[src/hdl/perf_mon_pkg.sv]
// Purpose: shared types and constants for the second and sequence monitor
// Assumes: 25 MHz system clock
// Notes: counts are 32 bits wide
package perf_mon_pkg;
    localparam int unsigned CLOCK_HZ = 25000000;
    localparam int unsigned SECOND_NS = 1000000000;
    localparam int unsigned CLOCK_PERIOD_NS = SECOND_NS / CLOCK_HZ;
    localparam int unsigned TICK_CYCLES = SECOND_NS / CLOCK_PERIOD_NS;
    localparam int unsigned WINDOW_SECONDS = 10;
    localparam int unsigned SEQ_RUN_FRAMES = 4;
    localparam int unsigned LATENCY_MAX_S = 20;
    localparam logic [39:0] LATENCY_MAX_NS = 40'h04_a817_c800;
    // severe when errors * 1000 >= bits (ratio 1e-3)
    localparam logic [31:0] SEVERE_RATIO_INV = 32'h0000_03e8;
    localparam logic [31:0] COUNT_RESET = 32'h0000_0000;
    localparam logic [15:0] SEQ_RESET = 16'h0000;

    typedef enum logic [1:0] {
        AVAILABLE = 2'b00,
        UNAVAILABLE = 2'b01
    } avail_state_t;

    typedef struct packed {
        logic link_down;
        logic remote_fault;
        logic frame_loss_alarm;
        logic no_input_signal;
        logic [31:0] pattern_errors;
        logic [31:0] pattern_bits;
    } second_in_t;

    typedef struct packed {
        logic [31:0] total_measure_time;
        logic [31:0] available_time;
        logic [31:0] unavailable_time;
        logic [31:0] errored_second_count;
        logic [31:0] severe_error_second_count;
        logic [31:0] alarm_second_count;
        logic [31:0] error_free_second_count;
    } counts_t;

    typedef struct packed {
        logic valid;
        logic [15:0] number;
    } seq_in_t;

    typedef struct packed {
        logic sequence_error;
        logic sequence_sync_loss;
    } seq_out_t;

    // per-second grade held in the ten-entry history
    typedef struct packed {
        logic errored;
        logic severe;
        logic alarm;
        logic clean;
    } grade_t;
endpackage

[src/hdl/perf_second_monitor.sv]
// Purpose: per-second grading, unavailable-time tracking, sequence check
// Assumes: power_ok low while the instrument has no power
// Notes: counts are provisional until a ten-second window is confirmed
// Functional notes
// - count measured seconds, skipping power loss
// - available equals total minus unavailable
// - errored second on any pattern error
// - severe second on ratio 1e-3, frame/signal loss
// - alarm second on link down, fault, frame loss
// - ten severe or alarm seconds enter unavailability, backdated
// - ten non-severe seconds leave unavailability, backdated
// - pending entry seconds not counted unavailable
// - pending exit counted unavailable, then corrected
// - error-free second when nothing went wrong
// - carry sequence number, expect next one
// - check sequence over runs of four frames
// - single swapped frame gives sequence error
// - other mismatch gives sequence sync loss
// - latency valid only from 0 to 20 s
`timescale 1ns/1ps
module perf_second_monitor
    import perf_mon_pkg::*;
#(
    parameter int unsigned TICK_COUNT = TICK_CYCLES
) (
    // clock and reset
    input wire logic clock,
    input wire logic rst,
    input wire logic clock_enable,
    // measurement control
    input wire logic measure_start,
    input wire logic power_ok,
    // per-second observations, same domain
    input wire perf_mon_pkg::second_in_t observed,
    // sent and received test frames, latency
    input wire perf_mon_pkg::seq_in_t rx_frame,
    input wire logic tx_frame_take,
    input wire logic [39:0] latency_ns,
    // results
    output logic [15:0] tx_sequence,
    output perf_mon_pkg::counts_t counts,
    output perf_mon_pkg::seq_out_t seq_flags,
    output logic [39:0] latency_report,
    output logic latency_na,
    output logic second_tick
);
    import perf_mon_pkg::*;

    // refused at elaboration: the strobe needs at least two cycles
    if (TICK_COUNT < 2) begin : g_tick_check
        $error("TICK_COUNT too small");
    end

    typedef struct packed {
        logic [31:0] tick_cnt;
        logic tick;
        counts_t cnt;
        avail_state_t mode;
        logic [3:0] run_len;
        grade_t [WINDOW_SECONDS-1:0] hist;
        logic [15:0] tx_seq;
        logic [15:0] expect_seq;
        logic seq_locked;
        logic [1:0] run_pos;
        logic run_bad;
        logic skip_pend;
        seq_out_t flags;
        logic [39:0] lat;
        logic lat_na;
    } state_t;

    state_t cur;
    state_t next_cur;

    // sum a grade field over the window
    function automatic logic [31:0] tally(
        input grade_t [WINDOW_SECONDS-1:0] h, input int unsigned field);
        logic [31:0] s;
        s = 32'h0;
        for (int i = 0; i < WINDOW_SECONDS; i++) begin
            s = s + 32'(h[i][field]);
        end
        return s;
    endfunction

    grade_t g;
    logic bad;
    logic [63:0] err_scaled;

    always_comb begin
        next_cur = cur;
        next_cur.tick = 1'b0;
        err_scaled = 64'(observed.pattern_errors) * 64'(SEVERE_RATIO_INV);
        g.errored = observed.pattern_errors != 32'h0;
        g.severe = (observed.pattern_bits != 32'h0
            && err_scaled >= 64'(observed.pattern_bits))
            || observed.frame_loss_alarm || observed.no_input_signal;
        g.alarm = observed.link_down || observed.remote_fault
            || observed.frame_loss_alarm;
        g.clean = !(g.errored || g.severe || g.alarm);
        bad = g.severe || g.alarm;

        // one-second strobe from the system clock
        if (cur.tick_cnt == TICK_COUNT - 1) begin
            next_cur.tick_cnt = 32'h0;
            next_cur.tick = 1'b1;
        end else begin
            next_cur.tick_cnt = cur.tick_cnt + 32'h1;
        end

        // power loss seconds are simply not graded
        if (cur.tick && power_ok) begin
            next_cur.cnt.total_measure_time =
                cur.cnt.total_measure_time + 32'h1;
            next_cur.hist = {cur.hist[WINDOW_SECONDS-2:0], g};
            case (cur.mode)
                AVAILABLE: begin
                    // pending entry seconds counted as available
                    if (bad) begin
                        next_cur.run_len = cur.run_len + 4'h1;
                    end else begin
                        next_cur.run_len = 4'h0;
                    end
                    next_cur.cnt.errored_second_count =
                        cur.cnt.errored_second_count + 32'(g.errored);
                    next_cur.cnt.severe_error_second_count =
                        cur.cnt.severe_error_second_count + 32'(g.severe);
                    next_cur.cnt.alarm_second_count =
                        cur.cnt.alarm_second_count + 32'(g.alarm);
                    next_cur.cnt.error_free_second_count =
                        cur.cnt.error_free_second_count + 32'(g.clean);
                    if (bad && cur.run_len == 4'(WINDOW_SECONDS - 1)) begin
                        // backdate start, move ten seconds out
                        next_cur.mode = UNAVAILABLE;
                        next_cur.run_len = 4'h0;
                        next_cur.cnt.unavailable_time =
                            cur.cnt.unavailable_time + 32'(WINDOW_SECONDS);
                        next_cur.cnt.errored_second_count =
                            next_cur.cnt.errored_second_count
                            - tally(next_cur.hist, 3);
                        next_cur.cnt.severe_error_second_count =
                            next_cur.cnt.severe_error_second_count
                            - tally(next_cur.hist, 2);
                        next_cur.cnt.alarm_second_count =
                            next_cur.cnt.alarm_second_count
                            - tally(next_cur.hist, 1);
                    end
                end
                UNAVAILABLE: begin
                    // pending exit seconds counted unavailable
                    next_cur.cnt.unavailable_time =
                        cur.cnt.unavailable_time + 32'h1;
                    if (!g.severe) begin
                        next_cur.run_len = cur.run_len + 4'h1;
                    end else begin
                        next_cur.run_len = 4'h0;
                    end
                    if (!g.severe
                        && cur.run_len == 4'(WINDOW_SECONDS - 1)) begin
                        // backdate end to the first second of the run
                        next_cur.mode = AVAILABLE;
                        next_cur.run_len = 4'h0;
                        next_cur.cnt.unavailable_time =
                            cur.cnt.unavailable_time + 32'h1
                            - 32'(WINDOW_SECONDS);
                        next_cur.cnt.errored_second_count =
                            cur.cnt.errored_second_count
                            + tally(next_cur.hist, 3);
                        next_cur.cnt.severe_error_second_count =
                            cur.cnt.severe_error_second_count
                            + tally(next_cur.hist, 2);
                        next_cur.cnt.alarm_second_count =
                            cur.cnt.alarm_second_count
                            + tally(next_cur.hist, 1);
                        next_cur.cnt.error_free_second_count =
                            cur.cnt.error_free_second_count
                            + tally(next_cur.hist, 0);
                    end
                end
                default: begin
                    next_cur.mode = AVAILABLE;
                end
            endcase
        end
        next_cur.cnt.available_time = next_cur.cnt.total_measure_time
            - next_cur.cnt.unavailable_time;

        next_cur.flags = '0;
        if (rx_frame.valid) begin
            next_cur.expect_seq = rx_frame.number + 16'h1;
            next_cur.seq_locked = 1'b1;
            next_cur.skip_pend = 1'b0;
            next_cur.run_pos = cur.run_pos + 2'h1;
            if (cur.skip_pend) begin
                // skipped number turning up now: a plain swap
                if (rx_frame.number == cur.expect_seq - 16'h2) begin
                    next_cur.flags.sequence_error = 1'b1;
                    next_cur.expect_seq = cur.expect_seq;
                end else begin
                    next_cur.flags.sequence_sync_loss = 1'b1;
                end
            end else if (cur.seq_locked
                && rx_frame.number != cur.expect_seq) begin
                // one ahead with run_bad clear is swap or loss; judged on the next frame,
                // so a skip with no later frame stays unjudged
                if (rx_frame.number == cur.expect_seq + 16'h1
                    && !cur.run_bad) begin
                    next_cur.skip_pend = 1'b1;
                end else begin
                    next_cur.flags.sequence_sync_loss = 1'b1;
                end
                next_cur.run_bad = 1'b1;
            end
            if (cur.run_pos == 2'(SEQ_RUN_FRAMES - 1)) begin
                next_cur.run_bad = 1'b0;
            end
        end

        if (measure_start) begin
            next_cur = '0;
            next_cur.mode = AVAILABLE;
        end

        // frame number and latency lie outside the measurement,
        // so a start must not swallow a take or a sample
        next_cur.tx_seq = cur.tx_seq + 16'(tx_frame_take);

        // latency beyond range shown as not available
        next_cur.lat_na = latency_ns > LATENCY_MAX_NS;
        next_cur.lat = next_cur.lat_na ? 40'h0 : latency_ns;
    end

    always_ff @(posedge clock or posedge rst) begin
        if (rst) begin
            cur <= '0;
        end else if (clock_enable) begin
            cur <= next_cur;
        end
    end

    assign tx_sequence = cur.tx_seq;
    assign counts = cur.cnt;
    assign seq_flags = cur.flags;
    assign latency_report = cur.lat;
    assign latency_na = cur.lat_na;
    assign second_tick = cur.tick;
endmodule

[config.mk]
export PLATFORM = sky130hd
export DESIGN_NAME = perf_second_monitor
export DESIGN_NICKNAME = d
export VERILOG_FILES = /design/src/hdl/perf_mon_pkg.sv /design/src/hdl/perf_second_monitor.sv
export SDC_FILE = /design/constraint.sdc
export NUM_CORES = 2
export LEC_CHECK = 0
export BUFFER_PORTS_ARGS = -buffer_cell sky130_fd_sc_hd__buf_2
export CORE_ASPECT_RATIO = 0.7
export CORE_MARGIN = 2
export CORE_UTILIZATION = 35
export DETAILED_ROUTE_END_ITERATION = 10
export MAX_ROUTING_LAYER = met4
export PLACE_DENSITY = 0.51
export SLEW_MARGIN = 20
export SYNTH_ARGS = -nofsm -noshare
export SYNTH_HDL_FRONTEND = slang
export SYNTH_SLANG_ARGS = --single-unit
[constraint.sdc]
create_clock -name clock -period 25.2 [get_ports clock]
set_input_delay 1.26 -clock clock [delete_from_list [all_inputs] [get_ports clock]]
set_output_delay 1.26 -clock clock [all_outputs]
set_load 0.05 [all_outputs]
# Yosys cells after proc, flatten, opt, wreduce, memory -nomap -nowiden
# Index checks and enable logic that the tools add are counted.
[op_classes]
add_sub_neg = 59
mul = 1
n_lt_le_gt_ge = 2
n_eq_ne = 11
n_mux = 27
reduce_logical = 30
[op_table]
columns = ["cell", "n"]
rows = [
  ["383-bit two-way mux", 1],
  ["160-bit case mux with 2 select lines", 1],
  ["206-bit two-way mux", 1],
  ["166-bit two-way mux", 1],
  ["32-bit by 1-bit adder with 32-bit output", 4],
  ["32-bit by 10-bit adder with 32-bit output", 4],
  ["128-bit two-way mux", 1],
  ["32-bit subtractor", 4],
  ["32-bit by 1-bit adder with 32-bit output, second input constant", 3],
  ["32-bit two-way mux", 2],
  ["32-bit nonzero test", 2],
  ["42-bit by 32-bit greater-or-equal comparator with 1-bit output", 1],
  ["9-bit by 1-bit adder with 10-bit output", 4],
  ["40-bit by 35-bit > comparator with 1-bit output, second input constant", 1],
  ["40-bit two-way mux", 1],
  ["32-bit by 7-bit multiplier with 39-bit output, second input constant", 1],
  ["8-bit by 1-bit adder with 9-bit output", 4],
  ["16-bit by 1-bit adder with 16-bit output, second input constant", 2],
  ["32-bit by 4-bit adder with 32-bit output, second input constant", 1],
  ["7-bit by 1-bit adder with 8-bit output", 4],
  ["16-bit equality test", 2],
  ["32-bit by 25-bit equality test with 1-bit output, second input constant", 1],
  ["16-bit two-way mux", 2],
  ["32-bit by 4-bit subtractor with 32-bit output, second input constant", 1],
  ["other kinds (32)", 81],
]
[totals]
reg_bits = 379
output_inout_bits = 284
elab_cells = 187

# Depth between registers and ports, before layout
[logic_depth]
ltp_word = 23
ltp_mapped = 54
ltp_nobuf = 52

# Worst setup path before layout
# Ideal clock, no wire load.
[synth_path]
path_kind = "in2reg"
from = "input port observed[45] (netlist name)"
to = "register cur, in the netlist counts[84]"
setup_ns = 0.135
arrival_time_ns = 12.279
t_required_ns = 25.065
slack_ns = 12.786
cell_stages = 49
path_buffers = 3
cell_sequence = "inv_1 fa_1 fa_1 fa_1 fa_1 inv_1 ha_1 clkbuf_1 a21o_1 a211oi_1 a21oi_1 and4_1 a21oi_1 o21a_1 o21ai_0 xor2_1 ha_1 a2111oi_0 (+13 left out) inv_1 ha_1 fa_1 inv_1 fa_1 inv_1 a21o_1 a21oi_1 nor2_1 nand3_1 nor2_1 nand3_1 nor2_1 and3_1 nand2_1 xnor2_1 a22oi_1 o21ai_0"
[synth_between]
elab_chain_len = 19
[synth_lines]
columns = ["element", "line", "text"]
rows = [
  ["start, declared", "perf_second_monitor.sv:34", "input wire perf_mon_pkg::second_in_t observed,"],
  ["32-bit by 7-bit multiplier with 39-bit output (*)", "perf_second_monitor.sv:93", "err_scaled = 64'(observed.pattern_errors) * 64'(SEVERE_RATIO_INV);"],
  ["42-bit by 32-bit greater-or-equal comparator with 1-bit output (*)", "perf_second_monitor.sv:96", "&& err_scaled >= 64'(observed.pattern_bits))"],
  ["1-bit logical AND (*)", "perf_second_monitor.sv:96", ""],
  ["1-bit logical OR (*) (2 in a row)", "perf_second_monitor.sv:97", "|| observed.frame_loss_alarm || observed.no_input_signal;"],
  ["1-bit by 1-bit adder with 2-bit output", "perf_second_monitor.sv:81", "s = s + 32'(h[i][field]);"],
  ["2-bit by 1-bit adder with 3-bit output", "perf_second_monitor.sv:81", ""],
  ["3-bit by 1-bit adder with 4-bit output", "perf_second_monitor.sv:81", ""],
  ["4-bit by 1-bit adder with 5-bit output", "perf_second_monitor.sv:81", ""],
  ["(+2 left out)", "--", ""],
  ["7-bit by 1-bit adder with 8-bit output", "perf_second_monitor.sv:81", ""],
  ["8-bit by 1-bit adder with 9-bit output", "perf_second_monitor.sv:81", ""],
  ["9-bit by 1-bit adder with 10-bit output", "perf_second_monitor.sv:81", ""],
  ["32-bit by 10-bit adder with 32-bit output or 32-bit subtractor (tied branches)", "perf_second_monitor.sv:171, perf_second_monitor.sv:143", ""],
  ["166-bit two-way mux or 128-bit two-way mux (tied branches)", "perf_second_monitor.sv:158, perf_second_monitor.sv:132", ""],
  ["160-bit case mux with 2 select lines", "perf_second_monitor.sv:116", "case (cur.mode)"],
  ["206-bit two-way mux", "perf_second_monitor.sv:112", "if (cur.tick && power_ok) begin"],
  ["383-bit two-way mux", "perf_second_monitor.sv:219", "if (measure_start) begin"],
  ["end signal, assigned", "perf_second_monitor.sv:237", "cur <= next_cur;"],
  ["end, declared", "perf_second_monitor.sv:72", "state_t cur;"],
]
# Every way passes the cells marked *; elsewhere a longest branch is shown, timed or not. The select of a mux whose other input is x is not followed.
# A chain may end at the register's enable or synchronous reset.

# Worst setup path after layout
# Same ends and word-level chain as after synthesis.

==> results.cfg <==
[cts]
cts_tree = done
clockBufferDepth = 3
cts-resized-gates = 0
cts_root_buf = clkbuf_16
cts_setup_buffers = 0
insertion_delay_ns = 0.64
cts_sinks = 378
cts_buffers = 47
clk_pin_slew_ns = 0.06
cts_hold_buf = 0
htree_levels = 2

[route]
wl_met2_um = 50800
vias_per_cell = 5.44
final_antenna_net_count = 0
routed_wl_um = 122000
routedWlPerCell_um = 20.3
routedLengthMet1_um = 60400
drcViolationCount = 0
drt_iter0_markers = 2910
top_layer = met4
firstDrtPassIters = 5
vias = 32784
wl_met3_um = 8330

[grt]
grt_max_degree = 141
grt_pass1_vias = 31386
grt.overflow.total = 0
grt_pass1_wl_um = 190000
grt_use_total_pct = 22.3
antenna_found_initial = 4

[floorplan]
ios = 415
std_cell_rows = 100
initial_core_util_pct = 35.3
dieArea_mm2 = 0.110
die_y_um = 278
die_w_um = 396
core_mm2 = 0.106

[timing]
slew_violations = 0
min_period_ns = 13.11
maxSlewHeadroom_pct = 25.0
finalHoldViolCount = 0
skew_ns = 0.0744
timing.fmax_ghz = 0.0763
timing.final.crit_share_pct = 52.0
setup-tns-final_ns = 0
rsz0062_at_grt = no
whs_ns = 0.472
setup_viol = 0
tightest_slew_ns = 1.13

[synthesis]
synth.avg_cell_area_um2 = 8.25
synth_edf_count = 0
syn_nets = 5063
synthCells = 4563
syn_area_mm2 = 0.0376
async_reset_ff_share_pct = 100
post_synth_num_cell_types = 87
yosys_warnings = 0
synth-main-ff-cell = dfrtp_1
ys_ff_latch = 378
ys_seq_area_share_pct = 25.1

[critical_path]
slowest_delay_ns = 0.55
cp_max_fo = 26
path_buf_inv = 8
crit_required_ns = 25.64
cp_top_family = adder cells
crit_type = input pin to flip-flop
path_common_cell = fa_1
endpoint_kind = flip-flop
cp-startpoint = observed[45]
crit_path_start_kind = input pin
reg2reg_from = counts[128]
slowest_stage = fa_1
cp.arrival_ns = 13.55

[cells_and_area]
layout-drive-gt1-share_pct = 12.8
area_growth_pct = 7.82
finalNetCount = 5059
final.fill_count = 11015

[placement]
hpwlAfterDp_um = 90200
io_buffers = 414
place_congestion = 0.935

[power]
vdd_drop_max_uv = 52.9
power_density_mw_per_mm2 = 63.3
power.leakage_nw = 18.1

[hold_path]
holdCritPathClass = flip-flop to flip-flop
hp-start = tx_sequence[15]

[outcome]
status = complete, no violations

[flow_run]
cap_violations = 0
==> metrics by stage <==
stage,instances,utilization (%),setup slack [ns],instance area [um^2],total power [mW]
2_1_floorplan,4563,-,12.79,37600,1.58
3_3_place_gp,5938,36.6,11.77,38900,1.85
3_5_place_dp,5938,36.6,11.54,39000,1.86
4_1_cts,6024,38.1,12.15,40600,2.59
5_1_grt,6027,38.1,11.11,40600,2.78
6_report,6027,38.1,12.09,40600,2.57
==> routing by layer <==
metal  global-route usage, %  vias up
met2                    31.5     1018
met3                    3.94      156
met5                       -        -
li1                        -    15788
met4                    5.00        0
met1                    32.8    15822
==> synth_stat cells (34+ instances only) <==
cell type,instances,share of area (%)
a31oi_1,34,0.57
nand2_1,410,4.1
a21o_1,70,1.4
inv_1,322,3.2
dfrtp_1,378,25
a22o_1,87,2.0
fa_1,147,7.8
a21oi_1,204,2.7
o22ai_1,46,0.76
or3_1,39,0.65
and3_1,84,1.4
nor2_1,323,3.2
clkbuf_1,208,2.1
o221ai_1,35,0.81
ha_1,222,7.4
nand4_1,109,1.8
nor4_1,65,1.1
o21ai_0,267,3.6
xnor2_1,263,6.1
buf_4,284,5.7
xor2_1,184,4.3
nor3_1,99,1.3
nand3_1,200,2.7
==> registers in the layout, indices dropped and copies added, names as in the netlist <==
signal	flops
counts	224
cur	94
latency_report	40
tx_sequence	16
seq_flags	2
latency_na	1
second_tick	1
==> logic make-up after synthesis <==
family	share of synthesized area, %
and+or+nand+nor	19.2
AOI/OAI and AO/OA	17.9
buffers and inverters	11.3
xor gates and xnor gates	10.5
DFF	25.1
adders and majority gates	15.2
muxes	0.845
==> layout make-up <==
type | instances | area (um^2) | share of cell area (%)
diodes | 3 | 7.51 | 0.0185
multi-input cells | 3344 | 24000 | 59.2
clock inverters | 14 | 188 | 0.463
flip-flops and latches | 378 | 9460 | 23.3
clock buffers | 72 | 1410 | 3.48
repair buffers | 464 | 2460 | 6.06
well taps | 1428 | 1790 | 4.40
inverters | 324 | 1230 | 3.02
==> path summary, 6_finish.rpt <==
path | to | slack (ns) | cells past startpoint
hold / removal | tx_sequence[15] | 0.47 | 1
setup / recovery | counts[84] | 12.09 | 48
min in group asynchronous | counts[194] | 0.73 | 2
setup reg to reg | counts[191] | 17.65 | 26
max in group asynchronous | latency_report[23] | 22.59 | 4
hold reg to reg | tx_sequence[15] | 0.47 | 1
==> power by group <==
part           internal [mW]  switching [mW]  leakage [nW]
Sequential             0.621          0.0199          5.24
Combinational          0.475           0.732          12.1
Clock                  0.417           0.301         0.784
==> cells in the final DEF (no fill, tap or decap), types with 22 or more instances in the layout <==
cell type and count:
clkbuf_16 48, o221ai_1 35, a31oi_1 34, buf_2 414, dfrtp_1 377, and2_1 33
nand2_1 408, nor3_1 99, nor2_1 318, o31ai_1 32, or3_1 39, xnor2_1 263
o211ai_1 25, nand3_1 200, o21ai_0 266, xor2_1 184, inv_1 320, fa_1 147
nand4_1 109, a21o_1 70, and3_1 84, nor2b_1 30, a21oi_1 201, a22o_1 87
ha_1 222, mux2i_1 25, o22ai_1 46, a211oi_1 22, nor4_1 63, buf_4 49
No activity file was read; power rests on OpenSTA's default activity.
